`src/rtl/rtc_power_pkg.sv`:
```
package rtc_power_pkg;
    // ----------------------------------------------------------------
    // Bus and timing
    // ----------------------------------------------------------------
    localparam int ADDR_W = 8;
    localparam int CLK_PERIOD_NS = 100;
    localparam int SAMPLE_WINDOW_NS = 7_800_000;
    localparam int SAMPLE_WINDOW_CYCLES = SAMPLE_WINDOW_NS / CLK_PERIOD_NS;
    localparam int SECOND_OSC_CYCLES = 32768;
    localparam int RELEASE_WAIT_OSC = 1024;
    localparam int HALT_TIMEOUT_NS = 100_000;
    localparam int HALT_CYCLES = HALT_TIMEOUT_NS / CLK_PERIOD_NS;
    localparam logic [1:0] RESP_OKAY = 2'h0;
    localparam logic [1:0] RESP_SLVERR = 2'h2;

    // ----------------------------------------------------------------
    // Register indices (byte address is four times the index)
    // ----------------------------------------------------------------
    localparam logic [5:0] ADJ_IDX = 6'h07;
    localparam logic [5:0] CTRL1_IDX = 6'h0E;
    localparam logic [5:0] CTRL2_IDX = 6'h0F;
    localparam logic [5:0] INT_STATUS_IDX = 6'h10;
    localparam logic [5:0] INT_ENABLE_IDX = 6'h11;
    localparam logic [5:0] INT_CLEAR_IDX = 6'h12;

    // ----------------------------------------------------------------
    // Fields of power_status_control
    // ----------------------------------------------------------------
    localparam int THRESH_SEL_BIT = 7;
    localparam int LOW_FLAG_BIT = 6;
    localparam int RUN_FLAG_BIT = 5;
    localparam int POWER_ON_BIT = 4;
    localparam int SCR1_BIT = 3;
    localparam int PERIOD_FLAG_BIT = 2;
    localparam int WEEK_FLAG_BIT = 1;
    localparam int DAY_FLAG_BIT = 0;

    // ----------------------------------------------------------------
    // Interrupt status bits and reset values
    // ----------------------------------------------------------------
    localparam int INT_W = 4;
    localparam int INT_HALT = 0;
    localparam int INT_LOW = 1;
    localparam int INT_FAIL = 2;
    localparam int INT_READY = 3;
    localparam logic [7:0] CTRL1_RST = 8'h00;
    localparam logic [7:0] ADJ_RST = 8'h00;
    localparam logic POWER_ON_RST = 1'b1;
    localparam logic LOW_FLAG_RST = 1'b0;
    localparam logic RUN_FLAG_RST = 1'b0;
    localparam logic [INT_W-1:0] INT_RST = 4'h0;

    typedef enum logic [1:0] {
        SUP_DOWN = 2'b00,
        SUP_WAIT = 2'b01,
        SUP_UP = 2'b10
    } sup_state_t;
endpackage : rtc_power_pkg

```
`src/rtl/osc_watch.sv`:
```
`timescale 1ns/100ps
module osc_watch (
    input wire logic aclk,
    input wire logic aresetn,
    input wire logic osc_in,
    output logic osc_tick,
    output logic osc_halted,
    output logic halt_pulse,
    output logic start_pulse
);
    import rtc_power_pkg::*;

    logic osc_prev_reg;
    logic halted_reg;
    logic [10:0] idle_cnt_reg;
    wire rise = osc_in & ~osc_prev_reg;
    wire timeout = (idle_cnt_reg == 11'(HALT_CYCLES - 1));

    // Oscillator counts as halted until its first edge after reset
    always_ff @(posedge aclk) begin
        if (!aresetn) begin
            osc_prev_reg <= 1'b0;
            halted_reg <= 1'b1;
            idle_cnt_reg <= 11'h000;
        end else begin
            osc_prev_reg <= osc_in;
            if (rise) begin
                idle_cnt_reg <= 11'h000;
            end else if (!timeout) begin
                idle_cnt_reg <= idle_cnt_reg + 11'h001;
            end
            if (rise) begin
                halted_reg <= 1'b0;
            end else if (timeout) begin
                halted_reg <= 1'b1;
            end
        end
    end

    assign osc_tick = rise;
    assign osc_halted = halted_reg;
    assign halt_pulse = timeout & ~halted_reg & ~rise;
    assign start_pulse = rise & halted_reg;
endmodule : osc_watch

```
`src/rtl/rtc_power_monitor_flags.sv`:
```
// Summary of operation
// - Reset from 0 V: power-on set, low-supply cleared
// - Power-on, low-supply active high; running active low
// - Power-on/low-supply clear on 0; running stores writes
// - Oscillator stop drives running flag low, sticky
// - Power-on flag holds listed control fields at zero
// - Low-supply flag is bit 6 at index Fh
// - Threshold select is bit 7, same register
// - Select 0 picks 2.1 V, 1 picks 1.35 V
// - Sample once per second in 7.8 ms window
// - Set low-supply flag stops sampling until cleared
// - One threshold both directions, no hysteresis
// - Supply rise: main closed, backup open, delayed release
// - Halted oscillator: wait counts from oscillation start
// - Supply fall: main open, backup closed, reset low
//
// The implementer's own choice: register access over AXI4-Lite.
`timescale 1ns/100ps
module rtc_power_monitor_flags #(
    parameter int SECOND_OSC = rtc_power_pkg::SECOND_OSC_CYCLES,
    parameter int WINDOW_CYCLES = rtc_power_pkg::SAMPLE_WINDOW_CYCLES,
    parameter int RELEASE_WAIT = rtc_power_pkg::RELEASE_WAIT_OSC
) (
    input wire logic aclk,
    input wire logic aresetn,
    input wire logic awvalid,
    output logic awready,
    input wire logic [rtc_power_pkg::ADDR_W-1:0] awaddr,
    input wire logic wvalid,
    output logic wready,
    input wire logic [31:0] wdata,
    input wire logic [3:0] wstrb,
    output logic bvalid,
    input wire logic bready,
    output logic [1:0] bresp,
    input wire logic arvalid,
    output logic arready,
    input wire logic [rtc_power_pkg::ADDR_W-1:0] araddr,
    output logic rvalid,
    input wire logic rready,
    output logic [31:0] rdata,
    output logic [1:0] rresp,
    input wire logic osc_in,
    input wire logic backup_below_high,
    input wire logic backup_below_low,
    input wire logic main_above_release,
    input wire logic main_below_detect,
    input wire logic periodic_evt,
    input wire logic weekday_alarm_evt,
    input wire logic daily_alarm_evt,
    output logic host_reset_n,
    output logic main_supply_switch,
    output logic backup_supply_switch,
    output logic supply_sense_en,
    output logic irq
);
    import rtc_power_pkg::*;

    function automatic logic [5:0] reg_index(input logic [ADDR_W-1:0] a);
        reg_index = a[7:2];
    endfunction : reg_index

    function automatic logic known_index(input logic [5:0] i);
        known_index = (i == ADJ_IDX) || (i == CTRL1_IDX) || (i == CTRL2_IDX) ||
            (i == INT_STATUS_IDX) || (i == INT_ENABLE_IDX) || (i == INT_CLEAR_IDX);
    endfunction : known_index

    // ----------------------------------------------------------------
    // AXI4-Lite slave
    // ----------------------------------------------------------------
    logic awready_reg, wready_reg, bvalid_reg, arready_reg, rvalid_reg;
    logic [1:0] bresp_reg, rresp_reg;
    logic [31:0] rdata_reg, wdata_reg;
    logic [3:0] wstrb_reg;
    logic [ADDR_W-1:0] awaddr_reg;
    wire do_write = ~awready_reg & ~wready_reg & ~bvalid_reg;
    wire [5:0] wr_idx = reg_index(awaddr_reg);
    wire wr_lane = do_write & wstrb_reg[0];
    wire [7:0] wd = wdata_reg[7:0];
    wire wr_ctrl2 = wr_lane & (wr_idx == CTRL2_IDX);
    wire wr_ctrl1 = wr_lane & (wr_idx == CTRL1_IDX);
    wire wr_adj = wr_lane & (wr_idx == ADJ_IDX);
    wire wr_int_en = wr_lane & (wr_idx == INT_ENABLE_IDX);
    wire wr_int_clr = wr_lane & (wr_idx == INT_CLEAR_IDX);
    wire rd_take = arvalid & arready_reg;
    wire [5:0] rd_idx = reg_index(araddr);

    always_ff @(posedge aclk) begin
        if (!aresetn) begin
            awready_reg <= 1'b1;
            wready_reg <= 1'b1;
            bvalid_reg <= 1'b0;
            bresp_reg <= RESP_OKAY;
            awaddr_reg <= '0;
            wdata_reg <= 32'h0000_0000;
            wstrb_reg <= 4'h0;
        end else begin
            if (awvalid && awready_reg) begin
                awaddr_reg <= awaddr;
                awready_reg <= 1'b0;
            end
            if (wvalid && wready_reg) begin
                wdata_reg <= wdata;
                wstrb_reg <= wstrb;
                wready_reg <= 1'b0;
            end
            if (do_write) begin
                bvalid_reg <= 1'b1;
                bresp_reg <= known_index(wr_idx) ? RESP_OKAY : RESP_SLVERR;
            end else if (bvalid_reg && bready) begin
                bvalid_reg <= 1'b0;
                awready_reg <= 1'b1;
                wready_reg <= 1'b1;
            end
        end
    end

    // ----------------------------------------------------------------
    // Oscillator watch and one-second timing
    // ----------------------------------------------------------------
    logic osc_tick, osc_halted, halt_pulse, osc_start;
    logic [14:0] sec_cnt_reg;
    logic [16:0] win_cnt_reg;
    logic window_reg;

    osc_watch u_osc_watch (
        .aclk(aclk),
        .aresetn(aresetn),
        .osc_in(osc_in),
        .osc_tick(osc_tick),
        .osc_halted(osc_halted),
        .halt_pulse(halt_pulse),
        .start_pulse(osc_start)
    );

    wire sec_start = osc_tick & (sec_cnt_reg == 15'(SECOND_OSC - 1));

    always_ff @(posedge aclk) begin
        if (!aresetn) begin
            sec_cnt_reg <= 15'h0000;
            win_cnt_reg <= 17'h00000;
            window_reg <= 1'b0;
        end else begin
            if (sec_start) begin
                sec_cnt_reg <= 15'h0000;
            end else if (osc_tick) begin
                sec_cnt_reg <= sec_cnt_reg + 15'h0001;
            end
            if (sec_start) begin
                win_cnt_reg <= 17'(WINDOW_CYCLES);
            end else if (win_cnt_reg != 17'h00000) begin
                win_cnt_reg <= win_cnt_reg - 17'h00001;
            end
            window_reg <= sec_start | (win_cnt_reg > 17'h00001);
        end
    end

    // ----------------------------------------------------------------
    // power_status_control and the registers it clears
    // ----------------------------------------------------------------
    logic power_on_reg, low_flag_reg, run_flag_reg, thresh_sel_reg, scr1_reg;
    logic period_flag_reg, week_flag_reg, day_flag_reg;
    logic [7:0] ctrl1_reg, adj_reg;
    wire threshold_select = thresh_sel_reg;
    wire below_sel = threshold_select ? backup_below_low : backup_below_high;
    wire sample_en = window_reg & ~low_flag_reg;
    wire low_hit = sample_en & below_sel;
    wire power_on_next = power_on_reg & ~(wr_ctrl2 & ~wd[POWER_ON_BIT]);
    wire low_flag_next = ~power_on_reg &
        (low_hit | (low_flag_reg & ~(wr_ctrl2 & ~wd[LOW_FLAG_BIT])));
    wire run_flag_next = ~halt_pulse & (wr_ctrl2 ? wd[RUN_FLAG_BIT] : run_flag_reg);
    wire period_flag_next = ~power_on_reg &
        (periodic_evt | (period_flag_reg & ~(wr_ctrl2 & ~wd[PERIOD_FLAG_BIT])));
    wire week_flag_next = ~power_on_reg &
        (weekday_alarm_evt | (week_flag_reg & ~(wr_ctrl2 & ~wd[WEEK_FLAG_BIT])));
    wire day_flag_next = ~power_on_reg &
        (daily_alarm_evt | (day_flag_reg & ~(wr_ctrl2 & ~wd[DAY_FLAG_BIT])));

    always_ff @(posedge aclk) begin
        if (!aresetn) begin
            power_on_reg <= POWER_ON_RST;
            low_flag_reg <= LOW_FLAG_RST;
            run_flag_reg <= RUN_FLAG_RST;
            thresh_sel_reg <= 1'b0;
            scr1_reg <= 1'b0;
            period_flag_reg <= 1'b0;
            week_flag_reg <= 1'b0;
            day_flag_reg <= 1'b0;
            ctrl1_reg <= CTRL1_RST;
            adj_reg <= ADJ_RST;
        end else begin
            power_on_reg <= power_on_next;
            low_flag_reg <= low_flag_next;
            run_flag_reg <= run_flag_next;
            period_flag_reg <= period_flag_next;
            week_flag_reg <= week_flag_next;
            day_flag_reg <= day_flag_next;
            if (power_on_reg) begin
                thresh_sel_reg <= 1'b0;
                scr1_reg <= 1'b0;
                ctrl1_reg <= CTRL1_RST;
                adj_reg <= ADJ_RST;
            end else begin
                thresh_sel_reg <= wr_ctrl2 ? wd[THRESH_SEL_BIT] : thresh_sel_reg;
                scr1_reg <= wr_ctrl2 ? wd[SCR1_BIT] : scr1_reg;
                ctrl1_reg <= wr_ctrl1 ? wd : ctrl1_reg;
                adj_reg <= wr_adj ? wd : adj_reg;
            end
        end
    end

    // ----------------------------------------------------------------
    // Main-supply monitor
    // ----------------------------------------------------------------
    sup_state_t sup_state;
    logic [15:0] wait_cnt_reg;
    logic host_reset_n_reg, main_sw_reg, backup_sw_reg, sense_en_reg;
    wire wait_done = osc_tick & (wait_cnt_reg == 16'(RELEASE_WAIT - 1));
    wire supply_fail = (sup_state != SUP_DOWN) & main_below_detect;
    wire released = (sup_state == SUP_WAIT) & ~main_below_detect & wait_done;

    always_ff @(posedge aclk) begin
        if (!aresetn) begin
            sup_state <= SUP_DOWN;
            wait_cnt_reg <= 16'h0000;
        end else begin
            case (sup_state)
                SUP_DOWN: begin
                    wait_cnt_reg <= 16'h0000;
                    if (main_above_release && !main_below_detect) begin
                        sup_state <= SUP_WAIT;
                    end
                end
                SUP_WAIT: begin
                    if (main_below_detect) begin
                        sup_state <= SUP_DOWN;
                    end else if (wait_done) begin
                        sup_state <= SUP_UP;
                    end else if (osc_halted && !osc_start) begin
                        wait_cnt_reg <= 16'h0000;
                    end else if (osc_tick) begin
                        wait_cnt_reg <= wait_cnt_reg + 16'h0001;
                    end
                end
                SUP_UP: begin
                    if (main_below_detect) begin
                        sup_state <= SUP_DOWN;
                    end
                end
                default: begin
                    sup_state <= SUP_DOWN;
                end
            endcase
        end
    end

    wire [1:0] st_next_code = main_below_detect ? SUP_DOWN :
        (sup_state == SUP_DOWN && main_above_release) ? SUP_WAIT :
        released ? SUP_UP : sup_state;

    always_ff @(posedge aclk) begin
        if (!aresetn) begin
            host_reset_n_reg <= 1'b0;
            main_sw_reg <= 1'b0;
            backup_sw_reg <= 1'b1;
            sense_en_reg <= 1'b0;
        end else begin
            host_reset_n_reg <= (st_next_code == SUP_UP);
            main_sw_reg <= (st_next_code != SUP_DOWN);
            backup_sw_reg <= (st_next_code == SUP_DOWN);
            sense_en_reg <= window_reg & ~low_flag_next;
        end
    end

    // ----------------------------------------------------------------
    // Interrupt status, enable and clear
    // ----------------------------------------------------------------
    logic [INT_W-1:0] int_status_reg, int_enable_reg;
    logic irq_reg;
    wire [INT_W-1:0] int_evt = {released, supply_fail, low_hit & ~power_on_reg & ~low_flag_reg,
        halt_pulse};
    wire [INT_W-1:0] int_clr = wr_int_clr ? wd[INT_W-1:0] : 4'h0;
    wire [INT_W-1:0] int_status_next = (int_status_reg & ~int_clr) | int_evt;

    always_ff @(posedge aclk) begin
        if (!aresetn) begin
            int_status_reg <= INT_RST;
            int_enable_reg <= INT_RST;
            irq_reg <= 1'b0;
        end else begin
            int_status_reg <= int_status_next;
            int_enable_reg <= wr_int_en ? wd[INT_W-1:0] : int_enable_reg;
            irq_reg <= |(int_status_next & (wr_int_en ? wd[INT_W-1:0] : int_enable_reg));
        end
    end

    // ----------------------------------------------------------------
    // Read path
    // ----------------------------------------------------------------
    wire [7:0] ctrl2_rd = {thresh_sel_reg, low_flag_reg, run_flag_reg, power_on_reg, scr1_reg,
        period_flag_reg, week_flag_reg, day_flag_reg};
    wire [7:0] rd_byte = (rd_idx == CTRL2_IDX) ? ctrl2_rd :
        (rd_idx == CTRL1_IDX) ? ctrl1_reg :
        (rd_idx == ADJ_IDX) ? adj_reg :
        (rd_idx == INT_STATUS_IDX) ? {4'h0, int_status_reg} :
        (rd_idx == INT_ENABLE_IDX) ? {4'h0, int_enable_reg} : 8'h00;

    always_ff @(posedge aclk) begin
        if (!aresetn) begin
            arready_reg <= 1'b1;
            rvalid_reg <= 1'b0;
            rdata_reg <= 32'h0000_0000;
            rresp_reg <= RESP_OKAY;
        end else if (rd_take) begin
            arready_reg <= 1'b0;
            rvalid_reg <= 1'b1;
            rdata_reg <= {24'h000000, rd_byte};
            rresp_reg <= known_index(rd_idx) ? RESP_OKAY : RESP_SLVERR;
        end else if (rvalid_reg && rready) begin
            arready_reg <= 1'b1;
            rvalid_reg <= 1'b0;
        end
    end

    assign awready = awready_reg;
    assign wready = wready_reg;
    assign bvalid = bvalid_reg;
    assign bresp = bresp_reg;
    assign arready = arready_reg;
    assign rvalid = rvalid_reg;
    assign rdata = rdata_reg;
    assign rresp = rresp_reg;
    assign host_reset_n = host_reset_n_reg;
    assign main_supply_switch = main_sw_reg;
    assign backup_supply_switch = backup_sw_reg;
    assign supply_sense_en = sense_en_reg;
    assign irq = irq_reg;

    // ----------------------------------------------------------------
    // Assertions
    // ----------------------------------------------------------------
    a_por_flag_values: assert property (@(posedge aclk) $rose(aresetn) |->
        (power_on_reg && !low_flag_reg)) else $error("power-on flags wrong after reset");
    a_power_on_kept: assert property (@(posedge aclk) disable iff (!aresetn)
        (wr_ctrl2 && wd[POWER_ON_BIT] && power_on_reg) |=> power_on_reg)
        else $error("power-on flag cleared by a write of 1");
    a_power_on_clears: assert property (@(posedge aclk) disable iff (!aresetn)
        $past(power_on_reg) |-> (ctrl1_reg == 8'h00 && adj_reg == 8'h00 && !thresh_sel_reg &&
        !low_flag_reg && !period_flag_reg)) else $error("fields not held at zero");
    a_halt_records: assert property (@(posedge aclk) disable iff (!aresetn)
        halt_pulse |=> !run_flag_reg ##1 (!run_flag_reg || $past(wr_ctrl2)))
        else $error("oscillator halt not recorded");
    a_low_in_window: assert property (@(posedge aclk) disable iff (!aresetn)
        $rose(low_flag_reg) |-> $past(window_reg) && $past(below_sel))
        else $error("low-supply flag set outside sample window");
    a_low_stops_sample: assert property (@(posedge aclk) disable iff (!aresetn)
        (low_flag_reg && !wr_ctrl2) |=> !supply_sense_en)
        else $error("sampling while flag set");
    a_threshold_pick: assert property (@(posedge aclk) disable iff (!aresetn)
        (sample_en && !power_on_reg &&
        (thresh_sel_reg ? backup_below_low : backup_below_high))
        |=> low_flag_reg) else $error("low supply missed at selected threshold");
    a_fail_reset: assert property (@(posedge aclk) disable iff (!aresetn)
        main_below_detect |=> (!host_reset_n && backup_supply_switch &&
        !main_supply_switch)) else $error("supply fall not handled");
    a_release_wait: assert property (@(posedge aclk) disable iff (!aresetn)
        $rose(host_reset_n) |-> $past(sup_state) == SUP_WAIT &&
        $past(wait_cnt_reg) == 16'(RELEASE_WAIT - 1)) else $error("early release");
    a_halt_holds_wait: assert property (@(posedge aclk) disable iff (!aresetn)
        (sup_state == SUP_WAIT && osc_halted && !osc_start && !main_below_detect)
        |=> wait_cnt_reg == 16'h0000) else $error("wait counted while halted");
endmodule : rtc_power_monitor_flags

```
`config.mk`:
```
export PLATFORM = sky130hd
export DESIGN_NAME = rtc_power_monitor_flags
export DESIGN_NICKNAME = d
export VERILOG_FILES = /design/src/rtl/rtc_power_pkg.sv /design/src/rtl/osc_watch.sv /design/src/rtl/rtc_power_monitor_flags.sv
export SDC_FILE = /design/constraint.sdc
export NUM_CORES = 1
export LEC_CHECK = 0
export ABC_AREA = 1
export BUFFER_PORTS_ARGS = -buffer_cell sky130_fd_sc_hd__buf_2
export CAP_MARGIN = 20
export CORE_MARGIN = 4
export CORE_UTILIZATION = 35
export CTS_CLUSTER_SIZE = 20
export DETAILED_ROUTE_END_ITERATION = 10
export GPL_TIMING_DRIVEN = 0
export HOLD_SLACK_MARGIN = 0.02
export PLACE_DENSITY = 0.66
export SLEW_MARGIN = 10
export SYNTH_ARGS = -nofsm -noshare
export SYNTH_HDL_FRONTEND = slang
export SYNTH_SLANG_ARGS = --single-unit
```
`constraint.sdc`:
```
create_clock -name aclk -period 1.92 [get_ports aclk]
set_clock_uncertainty 0.15 [all_clocks]
set_input_delay 0.192 -clock aclk [delete_from_list [all_inputs] [get_ports aclk]]
set_output_delay 0.192 -clock aclk [all_outputs]
set_load 0.02 [all_outputs]
```
==> results of run 1 <==
cells in the final DEF (no fill, tap or decap), types with 15 or more instances in the layout:
cell type	n
nor3_1	15
conb_1	26
nor2_1	134
o21ai_0	49
clkbuf_16	18
nand2_1	170
nand3_1	75
a21oi_1	83
dlygate4sd3_1	30
buf_2	55
buf_4	42
inv_1	91
dfxtp_1	127
stage by stage:
| step | setup slack, ns | setup TNS (ns) | hold slack (ns) |
|---|---|---|---|
| 2_1_floorplan | 0.155 | 0 | 0.135 |
| 3_3_place_gp | -0.152 | -1.72 | 0.250 |
| 3_5_place_dp | -0.178 | -2.29 | 0.253 |
| 4_1_cts | 0.0163 | 0 | 0.0351 |
| 5_1_grt | -0.0406 | -0.107 | 0.0398 |
| 6_report | 0.0819 | 0 | 0.0326 |
final cells by class:
cell class	instances	area, µm²
Buffer	45	318
Fill cell	1806	9800
Sequential cell	131	2630
Clock buffer	24	502
Multi-Input combinational cell	655	3260
Inverter	98	374
Tap cell	229	287
Timing Repair Buffer	99	713
Clock inverter	5	75.1
how the worst min path moves through the flow:
| stage | depth (start not counted) | slack [ns] | end | startpoint |
|---|---|---|---|---|
| 6_report | 3 | 0.03 | wait_cnt_reg[12] | aresetn |
| 5_1_grt | 3 | 0.04 | wait_cnt_reg[12] | aresetn |
| 4_1_cts | 3 | 0.04 | rresp[1] | araddr[2] |
| 3_5_place_dp | 3 | 0.25 | u_osc_watch.osc_prev_reg | osc_in |
| 3_3_place_gp | 3 | 0.25 | u_osc_watch.osc_prev_reg | osc_in |
| 2_1_floorplan | 2 | 0.14 | u_osc_watch.osc_prev_reg | osc_in |
routing by layer:
metal	routed length (µm)	global-route usage (%)	share of wire, %
met5	0	0	0
met4	216	4.55	1.3
met3	868	3.92	5.2
met2	7560	25.8	46
met1	7900	22.5	48
cell usage after synthesis, types with 2 or more instances:
cell / instances
a211oi_1: 5
a21oi_1: 83
a31oi_1: 2
a41oi_1: 2
buf_2: 2
buf_4: 28
buf_6: 3
clkbuf_1: 10
dfxtp_1: 131
ha_1: 6
inv_1: 92
inv_2: 4
nand2_1: 174
nand2_2: 5
nand2_4: 3
nand3_1: 75
nand3_4: 2
nand3b_1: 3
nand4_1: 11
nor2_1: 138
nor2_2: 3
nor2_4: 2
nor3_1: 17
o2111ai_1: 2
o211ai_1: 4
o21ai_0: 50
or2_2: 9
xnor2_1: 8
xor2_1: 12
cells by family (layout without fill, tap and decap cells):
kind of cell             Yosys count  after routing  share of synthesized area [%]
AO/OA/AOI/OAI                    153            153                           12.8
XOR/XNOR                          20             20                           2.74
adder cells (fa/ha/maj)            6              6                           1.17
buffers and inverters            143            271                           10.7
flip-flops                       131            131                           41.0
other                              1             26                         0.0586
AND/OR/NAND/NOR                  450            450                           31.5
what timing repair did:
item	in CTS	in global routing
setup buffers	1	13
endpoints found under the hold margin	29	0
hold buffers	30	0
pin swaps	1	10
gates resized for setup	5	26
setup endpoints to repair	16	54
gates cloned	0	1
power groups by stage:
stage | combinational [mW] | sequential (mW) | clock (mW)
6_report | 1.94 | 3.15 | 3.19
5_1_grt | 2.21 | 3.17 | 3.36
4_1_cts | 1.90 | 3.15 | 3.25
3_5_place_dp | 1.83 | 3.20 | 0
3_3_place_gp | 1.80 | 3.20 | 0
2_1_floorplan | 1.42 | 3.19 | 0
worst register-to-register path: stages (launching register included):
cell and delay [ns]:
dfxtp_1 0.33, inv_1 0.13, ha_1 0.17, nand2_1 0.06
nor2_1 0.21, nand3_2 0.26, inv_2 0.19, nor2_1 0.07
nor2_1 0.09, nor2_1 0.04
==> results.txt, run 1 <==
# IOs - 113
Die width - 143 µm
P per Cell Area - 1010 mW/mm²
WS Path Type - flop to flop
Relative slew margins - 43.7%
Comb power frac - 23.4%
Mapped Cells - 904
Clk root buf - clkbuf_16
Switch share - 30.4%
Layout Cells excl Fill - 1286
Placed Instances - 1212
Site Rows - 49
Hold Path Class - input port to flop
Reg power frac - 38.0%
Worst skew pair latency - 0.42 ns
Crit. End Element - flop
Clk slew on worst S/H paths - 0.06 ns
Final period utilization - 95.7%
Critical path depth - 9
Syn_area_per_cell - 7.08 µm²
Seq/Total Area, Yosys - 41.0%
Switching power - 2.51 mW
Post-synth cell types - 47
Worst R2R End - win_cnt_reg[5]
Clk pwr share - 38.6%
First-pass GRT wire length - 27000 µm
Share of cells above drive strength 1 - 17.6%
WP data required - 2.05 ns
CP bufs+invs - 2
RR Startpoint - win_cnt_reg[0]
Max reg flops - 17
Total track usage - 16.4%
Synth warn - 0
Max clock buf depth - 2
Worst R2R Path Depth - 9
CTS tree - built
Status - finished clean
Endpoints failing setup - 0
Core footprint - 0.0180 mm²
Most used cell, CP - nor2_1
Worst R2R Setup Slack - 0.08 ns
Largest net degree at the start of global routing - 17
Post-synth EDFFs - 0
Post-route minimum period - 1.84 ns
ANT nets after route - 0
Num CTS Buffers - 17
Fmax - 544 MHz
Crit path from - win_cnt_reg[0]
Fin. Hold Viols - 0
Critical Path End - win_cnt_reg[5]
RSZ-0062 raised after global routing - true
CP max-delay cell - dfxtp_1
Vias in the first global route - 5491
P_int - 5.76 mW
Ranking of synthesized cells by area - dfxtp_1 41%, nand2_1 10%, nor2_1 8.1%
Tot Pwr - 8.27 mW
Post-Route WL - 16600 µm
Cell area after layout - 0.00816 mm²
Post-synth ARST share - 0%
GPL Wtd Cong - 0.906
PortBufs - 54
Tightest Pin Transition - 0.838 ns
# nets final - 1120
Netlist Area Pre-Place - 0.00640 mm²
Synthesis-to-layout area growth - 27.6%
Yosys reg bits - 131
Synth area leader - dfxtp_1
Delay-heaviest family, CP - simple AND/OR/NAND/NOR gates
Via total after detailed routing - 6101
Maximum VDD drop - 0.864 mV
Startpoint Class - flop
Starting density of the core - 35.6%
# DRC - 0
Routed len/inst - 12.9 µm
Largest stage delay, worst path - 0.33 ns
Utilization after layout - 45.4%
Gr ovfl total - 0
Cells along the critical path - inv_1, ha_1, nand2_1, nor2_1, nand3_2, inv_2, nor2_1, nor2_1, nor2_1
Lkg Pwr - 3.46 nW
DRT iter0 DRCs - 299
# diodes - 0
DRT Pass-1 Iters - 5
Die area - 0.0205 mm²
Post-DP HPWL - 11700 µm
Via density - 4.74
Area after DPL - 0.00705 mm²
Synth top area share - 41.0%
Final count of pins violating max slew - 0
Top FF cell, synth - dfxtp_1
Chip height - 143 µm
CP max FO - 9
H-Tree Depth - 4
Initial antenna violation count - 0
WP data arrival - 1.97 ns
Clk sinks - 131
Max Cap Viol - 0
Power figures use the tool's default switching activity.
==> run 2, diff against run 1 <==
--- a/config.mk
+++ b/config.mk
@@ -5,7 +5,6 @@
 export SDC_FILE = /design/constraint.sdc
 export NUM_CORES = 1
 export LEC_CHECK = 0
-export ABC_AREA = 1
 export BUFFER_PORTS_ARGS = -buffer_cell sky130_fd_sc_hd__buf_2
 export CAP_MARGIN = 20
 export CORE_MARGIN = 4
@@ -14,7 +13,8 @@
 export DETAILED_ROUTE_END_ITERATION = 10
 export GPL_TIMING_DRIVEN = 0
 export HOLD_SLACK_MARGIN = 0.02
-export PLACE_DENSITY = 0.66
+export MAX_ROUTING_LAYER = met4
+export PLACE_DENSITY = 0.67
 export SLEW_MARGIN = 10
 export SYNTH_ARGS = -nofsm -noshare
 export SYNTH_HDL_FRONTEND = slang
==> run 2 against run 1 <==
  * The run now ends with negative setup slack left
  * Synthesized cell count down 23%
  * Worst hold slack better by 0.0083 ns
  * Non-clock buffer count up 9
  * Sequential share of layout area about the same
  * Clock power up 19%
  * Global-route usage down 0.62 points
  * Critical endpoint is now wait_cnt_reg[3]
  * Largest cell class unchanged
  * Highest routed layer unchanged
==> results.txt, run 2 <==
Status - complete, but fails checks
Failing checks - negative setup slack
Syn_area_per_cell - 8.60 µm² (+22%)
WP data required - 2.06 ns (about the same)
Ranking of synthesized cells by area - dfxtp_1 44%, nor2_1 5.3%, mux2i_1 4.3%
Worst R2R Setup Slack - -0.36 ns (-0.44 ns)
Synth area leader - dfxtp_1
Cell depth of the worst hold path - 4 (+1)
Relative slew margins - 50.7% (+6.9 points)
# diodes - 0 (unchanged)
RR Startpoint - wait_cnt_reg[12]
Crit path from - wait_cnt_reg[12]
# IOs - 113 (unchanged)
DRT iter0 DRCs - 300 (+0.33%)
Routed len/inst - 14.0 µm (+8.5%)
Startpoint Class - flop
Endpoints failing setup - 30 (+30)
P per Cell Area - 1140 mW/mm² (+12%)
Final worst slack - -0.360 ns (-0.442 ns)
Max Cap Viol - 0 (unchanged)
Via total after detailed routing - 5215 (-15%)
Worst R2R Path Depth - 7 (-2)
Worst R2R End - wait_cnt_reg[3]
Commonest non-fill, non-tap cell in the layout - dfxtp_1
Tightest Pin Transition - 0.734 ns (-0.104 ns)
# DRC - 0 (unchanged)
Num CTS Buffers - 17 (unchanged)
Post-route minimum period - 2.28 ns (+0.442 ns)
Most frequent cells in the layout - 119 x dfxtp_1, 81 x nor2_1, 59 x nand2_1
Final period utilization - 119% (+23 points)
Largest net degree at the start of global routing - 17 (unchanged)
Commonest cells post-synth - 131 x dfxtp_1, 84 x nor2_1, 62 x nand2_1, 43 x nand3_1, 39 x o21ai_0
Die width - 139 µm (-3.0%)
Post-synth ARST share - 0% (unchanged)
Worst skew pair latency - 0.42 ns (about the same)
Crit. End Element - flop
Tot Pwr - 9.30 mW (+12%)
Max clock buf depth - 2 (unchanged)
XOR/XNOR Fraction of Synth Area - 6.14% (+3.4 points)
Critical Path End - wait_cnt_reg[3]
Post-Route WL - 15000 µm (-9.3%)
Yosys reg bits - 131 (unchanged)
Hold Path Class - input port to flop
Top FF cell, synth - dfxtp_1
Chip height - 139 µm (-3.0%)
RSZ-0062 raised after global routing - true
Adder-Cell Fraction of Synth Area - 1.25% (+0.079 points)
Final count of pins violating max slew - 0 (unchanged)
Lkg Pwr - 3.25 nW (-5.9%)
Gr ovfl total - 0 (unchanged)
Initial antenna violation count - 0 (unchanged)
H-Tree Depth - 4 (unchanged)
CP max FO - 3 (-6)
Maximum VDD drop - 0.620 mV (-28%)
Seq/Total Area, Yosys - 43.7% (+2.7 points)
WP data arrival - 2.42 ns (+0.45 ns)
DRT Pass-1 Iters - 4 (-1)
Top routing layer in use - met4
Mapped Cells - 697 (-23%)
Metal2 WL - 7190 µm (-4.9%)
Synth top area share - 43.7% (+2.7 points)
CTS tree - built
PortBufs - 53 (-1.9%)
Netlist Area Pre-Place - 0.00599 mm² (-6.3%)
Placed Instances - 995 (-18%)
Total track usage - 15.8% (-0.62 points)
Via density - 4.85 (+2.3%)
Area after DPL - 0.00670 mm² (-5.0%)
Max reg flops - 17 (unchanged)
Post-DP HPWL - 9740 µm (-16%)
Starting density of the core - 35.9% (+0.29 points)
Synthesis-to-layout area growth - 36.4%
Post-Synth Simple-Gate Area - 24.1% (-7.5 points)
Hold_ws - 0.0409 ns (+0.00831 ns)
Site Rows - 47 (-4.1%)
Cell area after layout - 0.00818 mm² (+0.17%)
Clk root buf - clkbuf_16
Core footprint - 0.0167 mm² (-7.0%)
Met3 WL - 692 µm (-20%)
Fin. Hold Viols - 0 (unchanged)
Fmax - 439 MHz (-19%)
Post-synth cell types - 61 (+30%)
Synth warn - 0 (unchanged)
Post-synth EDFFs - 0 (unchanged)
Die area - 0.0193 mm² (-5.9%)
Clk slew on worst S/H paths - 0.06 ns (about the same)
Largest family of logic cells by synthesized area - simple AND/OR/NAND/NOR gates
Mux share of post-synthesis cell area - 5.09% (+5.1 points)
ANT nets after route - 0 (unchanged)
WL met1 - 6900 µm (-13%)
Share of cells above drive strength 1 - 25.7% (+8.1 points)
Most frequent cell after synthesis - dfxtp_1
GPL Wtd Cong - 0.839 (-7.3%)
First-pass GRT wire length - 24300 µm (-9.9%)
Utilization after layout - 49.0% (+3.5 points)
Clk sinks - 131 (unchanged)
Vias in the first global route - 5088 (-7.3%)
Layout Cells excl Fill - 1075 (-16%)
# nets final - 915 (-18%)
Compound-Gate Fraction of Synth Area - 13.7% (+0.88 points)
WS Path Type - flop to flop
run 2: changes by cell type after synthesis, moves of 8 or more:
| cell | before | now |
|---|---|---|
| a21boi_0 | 0 | 26 |
| a21oi_1 | 83 | 35 |
| and2_1 | 1 | 11 |
| clkbuf_1 | 10 | 20 |
| inv_1 | 92 | 13 |
| mux2i_1 | 0 | 26 |
| nand2_1 | 174 | 62 |
| nand2b_1 | 0 | 8 |
| nand3_1 | 75 | 43 |
| nor2_1 | 138 | 84 |
| nor2b_1 | 0 | 17 |
| o21ai_0 | 50 | 39 |
| xnor2_1 | 8 | 16 |
| xor2_1 | 12 | 26 |
run 2: cell type report:
cell class	instances	area [µm²]
plain buffers	50	317
clock buffers	20	478
clock inverters	12	224
fillers	1512	8530
inverters	13	48.8
multi-input cells	526	3450
flip-flops and latches	131	2640
well taps	220	275
repair buffers	103	747
run 2: repair_timing:
item,4_1_cts,5_1_grt
endpoints found under the setup margin,73,77
gates resized for setup,45,43
hold buffers,29,0
pin swaps,29,24
hold endpoints to repair,27,0
setup buffers,15,6
run 2: per-layer routing:
| metal | vias to the layer above | global-route usage, % |
|---|---|---|
| li1 | 2656 | - |
| met1 | 2422 | 19.4 |
| met2 | 121 | 25.0 |
| met3 | 16 | 3.72 |
| met4 | 0 | 6.39 |
| met5 | - | - |
run 2: power by group:
part / leakage [nW] / total (mW) / switching, mW / internal, mW
clock: 0.330 / 3.80 / 1.22 / 2.58
sequential: 1.07 / 3.18 / 0.225 / 2.96
combinational: 1.85 / 2.32 / 1.21 / 1.11
total: 3.25 / 9.30 / 2.66 / 6.64
run 2: worst min path at each step:
stage,from,end,slack (ns)
detailed placement,periodic_evt,period_flag_reg,0.29
CTS,araddr[3],rresp[1],0.03
floorplan,osc_in,u_osc_watch.osc_prev_reg,0.16
finish,araddr[3],rresp[1],0.04
global placement,periodic_evt,period_flag_reg,0.28
global route,main_below_detect,sup_state[1],0.12
run 2: worst max-delay path: stages, from the launching register on:
cell and delay (ns):
dfxtp_2 0.32, or4_1 0.52, or4_4 0.54, o21ai_4 0.19, buf_4 0.15, a21oi_1 0.07
xnor2_1 0.16, nor2_1 0.05
run 2: per-stage QoR:
stage               setup slack [ns]  TNS, ns
floorplan                     -0.218    -3.26
global placement              -0.586   -22.25
detailed placement            -0.598   -23.22
CTS                           -0.346    -5.98
global route                  -0.433    -8.27
finish                        -0.360    -6.26
run 2: cell families (layout without fill, tap and decap cells):
kind of cell             count (synthesis)  after routing
multiplexers                            30             30
buffers and inverters                   65            198
flip-flops                             131            131
AO/OA/AOI/OAI                          133            133
AND/OR/NAND/NOR                        289            289
XOR/XNOR                                42             42
other                                    1             26
adder cells (fa/ha/maj)                  6              6
==> run 3, diff against run 2 <==
--- a/config.mk
+++ b/config.mk
@@ -5,7 +5,7 @@
 export SDC_FILE = /design/constraint.sdc
 export NUM_CORES = 1
 export LEC_CHECK = 0
-export BUFFER_PORTS_ARGS = -buffer_cell sky130_fd_sc_hd__buf_2
+export BUFFER_PORTS_ARGS = -buffer_cell sky130_fd_sc_hd__clkbuf_2
 export CAP_MARGIN = 20
 export CORE_MARGIN = 4
 export CORE_UTILIZATION = 35
@@ -15,6 +15,7 @@
 export HOLD_SLACK_MARGIN = 0.02
 export MAX_ROUTING_LAYER = met4
 export PLACE_DENSITY = 0.67
+export SKIP_LAST_GASP = 1
 export SLEW_MARGIN = 10
 export SYNTH_ARGS = -nofsm -noshare
 export SYNTH_HDL_FRONTEND = slang
==> constraint.sdc (replaced) <==
create_clock -name aclk -period 2.32 [get_ports aclk]
set_clock_uncertainty 0.15 [all_clocks]
set_input_delay 0.232 -clock aclk [delete_from_list [all_inputs] [get_ports aclk]]
set_output_delay 0.232 -clock aclk [all_outputs]
set_load 0.02 [all_outputs]
==> run 3 against run 2 <==
  * The run now ends clean
  * Clock power decreased by 25%
  * Register-to-register slack improved by 0.38 ns
  * Global-route usage decreased by 1.5 points
  * Routed wire length decreased by 11%
  * First-iteration DRC count decreased by 24%
  * Fmax decreased by 1.0%
  * Count of clock-buffer cells in the layout decreased by 1
  * Final cell count decreased by 1.7%
  * Total power decreased by 26%
  * Sequential share of layout area increased by 2.0 points
  * Setup slack improved by 0.38 ns
  * Flip-flop and latch count unchanged
  * Critical path type unchanged
==> results.txt, run 3 (synthesized netlist as in run 2, its figures left out) <==
Cells along the critical path - or4b_1, or4_4, o21ai_4, a211oi_1, xnor2_1, nor2_1
Post-route minimum period - 2.30 ns (+0.0239 ns)
Die width - 139 µm (unchanged)
Tightest Pin Transition - 0.746 ns (+0.0118 ns)
CP max-delay cell - or4_4
Fmax - 434 MHz (-1.0%)
WS Path Type - flop to flop
Fin. Hold Viols - 0 (unchanged)
Worst skew pair latency - 0.41 ns (about the same)
WP data arrival - 2.44 ns (+0.02 ns)
Relative slew margins - 49.9% (-0.79 points)
Site Rows - 47 (unchanged)
Total track usage - 14.2% (-1.5 points)
CP max FO - 8 (+5)
Status - finished clean
Clk slew on worst S/H paths - 0.06 ns (about the same)
Largest net degree at the start of global routing - 17 (unchanged)
Final count of pins violating max slew - 0 (unchanged)
Maximum VDD drop - 0.432 mV (-30%)
Routed len/inst - 12.7 µm (-9.3%)
Via total after detailed routing - 5038 (-3.4%)
Die area - 0.0193 mm² (unchanged)
Initial antenna violation count - 0 (unchanged)
P per Cell Area - 892 mW/mm² (-22%)
Core footprint - 0.0167 mm² (unchanged)
Hold_ws - 0.0404 ns (-0.000480 ns)
Hold Path Class - input port to flop
First-pass GRT wire length - 22200 µm (-8.7%)
Lkg Pwr - 3.07 nW (-5.7%)
Synthesis-to-layout area growth - 27.9%
# DRC - 0 (unchanged)
# nets final - 897 (-2.0%)
Max Cap Viol - 0 (unchanged)
GPL Wtd Cong - 0.809 (-3.6%)
Starting density of the core - 35.9% (unchanged)
ANT nets after route - 0 (unchanged)
Post-DP HPWL - 9400 µm (-3.5%)
Largest stage delay, worst path - 0.54 ns (about the same)
Commonest non-fill, non-tap cell in the layout - dfxtp_1
CTS tree - built
Via density - 4.77 (-1.7%)
Chip height - 139 µm (unchanged)
# diodes - 0 (unchanged)
Share of cells above drive strength 1 - 19.2% (-6.5 points)
H-Tree Depth - 4 (unchanged)
Clk sinks - 131 (unchanged)
Final period utilization - 99.3% (-19 points)
DRT iter0 DRCs - 228 (-24%)
Total negative slack - 0 ns (+6.26 ns)
Gr ovfl total - 0 (unchanged)
Startpoint Class - flop
Num CTS Buffers - 17 (unchanged)
Most frequent cells in the layout - 130 x dfxtp_1, 83 x nor2_1, 60 x nand2_1
WP data required - 2.46 ns (+0.40 ns)
Vias in the first global route - 4648 (-8.6%)
Clk root buf - clkbuf_16
Cell area after layout - 0.00767 mm² (-6.2%)
Endpoints failing setup - 0 (-100%)
RSZ-0062 raised after global routing - true
Max reg flops - 17 (unchanged)
# IOs - 113 (unchanged)
DRT Pass-1 Iters - 4 (unchanged)
Area after DPL - 0.00663 mm² (-0.99%)
Post-Route WL - 13400 µm (-11%)
Max clock buf depth - 2 (unchanged)
PortBufs - 53 (unchanged)
Crit. End Element - flop
==> run 3: what timing repair did <==
action                                  CTS  global route
resized for setup                         9            16
hold endpoints to repair                 26             0
endpoints found under the setup margin   25            49
buffers inserted                          0             6
pin swaps                                 6             7
hold buffers                             24             0
==> run 3: final timing paths <==
path,start,end,slack (ns),depth (start not counted)
hold / removal,aresetn,day_flag_reg,0.04,3
hold reg to reg,window_reg,supply_sense_en,0.31,2
setup reg to reg,wait_cnt_reg[10],wait_cnt_reg[15],0.02,6
setup / recovery,wait_cnt_reg[10],wait_cnt_reg[15],0.02,6
==> run 3: power breakdown <==
part	switching, mW	total, mW	internal [mW]
Combinational	0.802	1.40	0.598
Clock	0.986	2.84	1.85
Sequential	0.162	2.60	2.44
==> run 3: metrics by stage <==
step	cells	power, mW	util [%]	setup slack [ns]
3_5_place_dp	995	3.87	39.7	-0.299
5_1_grt	1057	7.20	45.9	-0.0593
4_1_cts	1051	6.79	45.2	0.00334
6_report	1057	6.84	45.9	0.0162
3_3_place_gp	995	3.84	39.7	-0.284
2_1_floorplan	722	3.59	-	0.108
==> run 3: area by class of cell <==
type / instances / area (µm²)
inverter: 13 / 48.8
sequential: 131 / 2630
clock inverter: 13 / 183
clock buffer: 19 / 453
buffer: 52 / 310
timing repair buffer: 83 / 551
multi-input combinational: 526 / 3220
tap: 220 / 275
fill: 1615 / 9030
==> run 3: worst max-delay path: cells and delay by family, from the launching register on <==
kind	cells	cell delay [ns]
and+or+nand+nor	3	1.10
DFF	1	0.34
AOI/OAI and AO/OA	2	0.43
xor gates and xnor gates	1	0.15
==> run 3: metal layers <==
| metal | routed length [µm] | GRT usage (%) | share of wire, % |
|---|---|---|---|
| met1 | 6220 | 17.7 | 46 |
| met2 | 6240 | 22.1 | 47 |
| met3 | 616 | 3.28 | 4.6 |
| met4 | 302 | 6.23 | 2.3 |
| met5 | 0 | - | 0 |
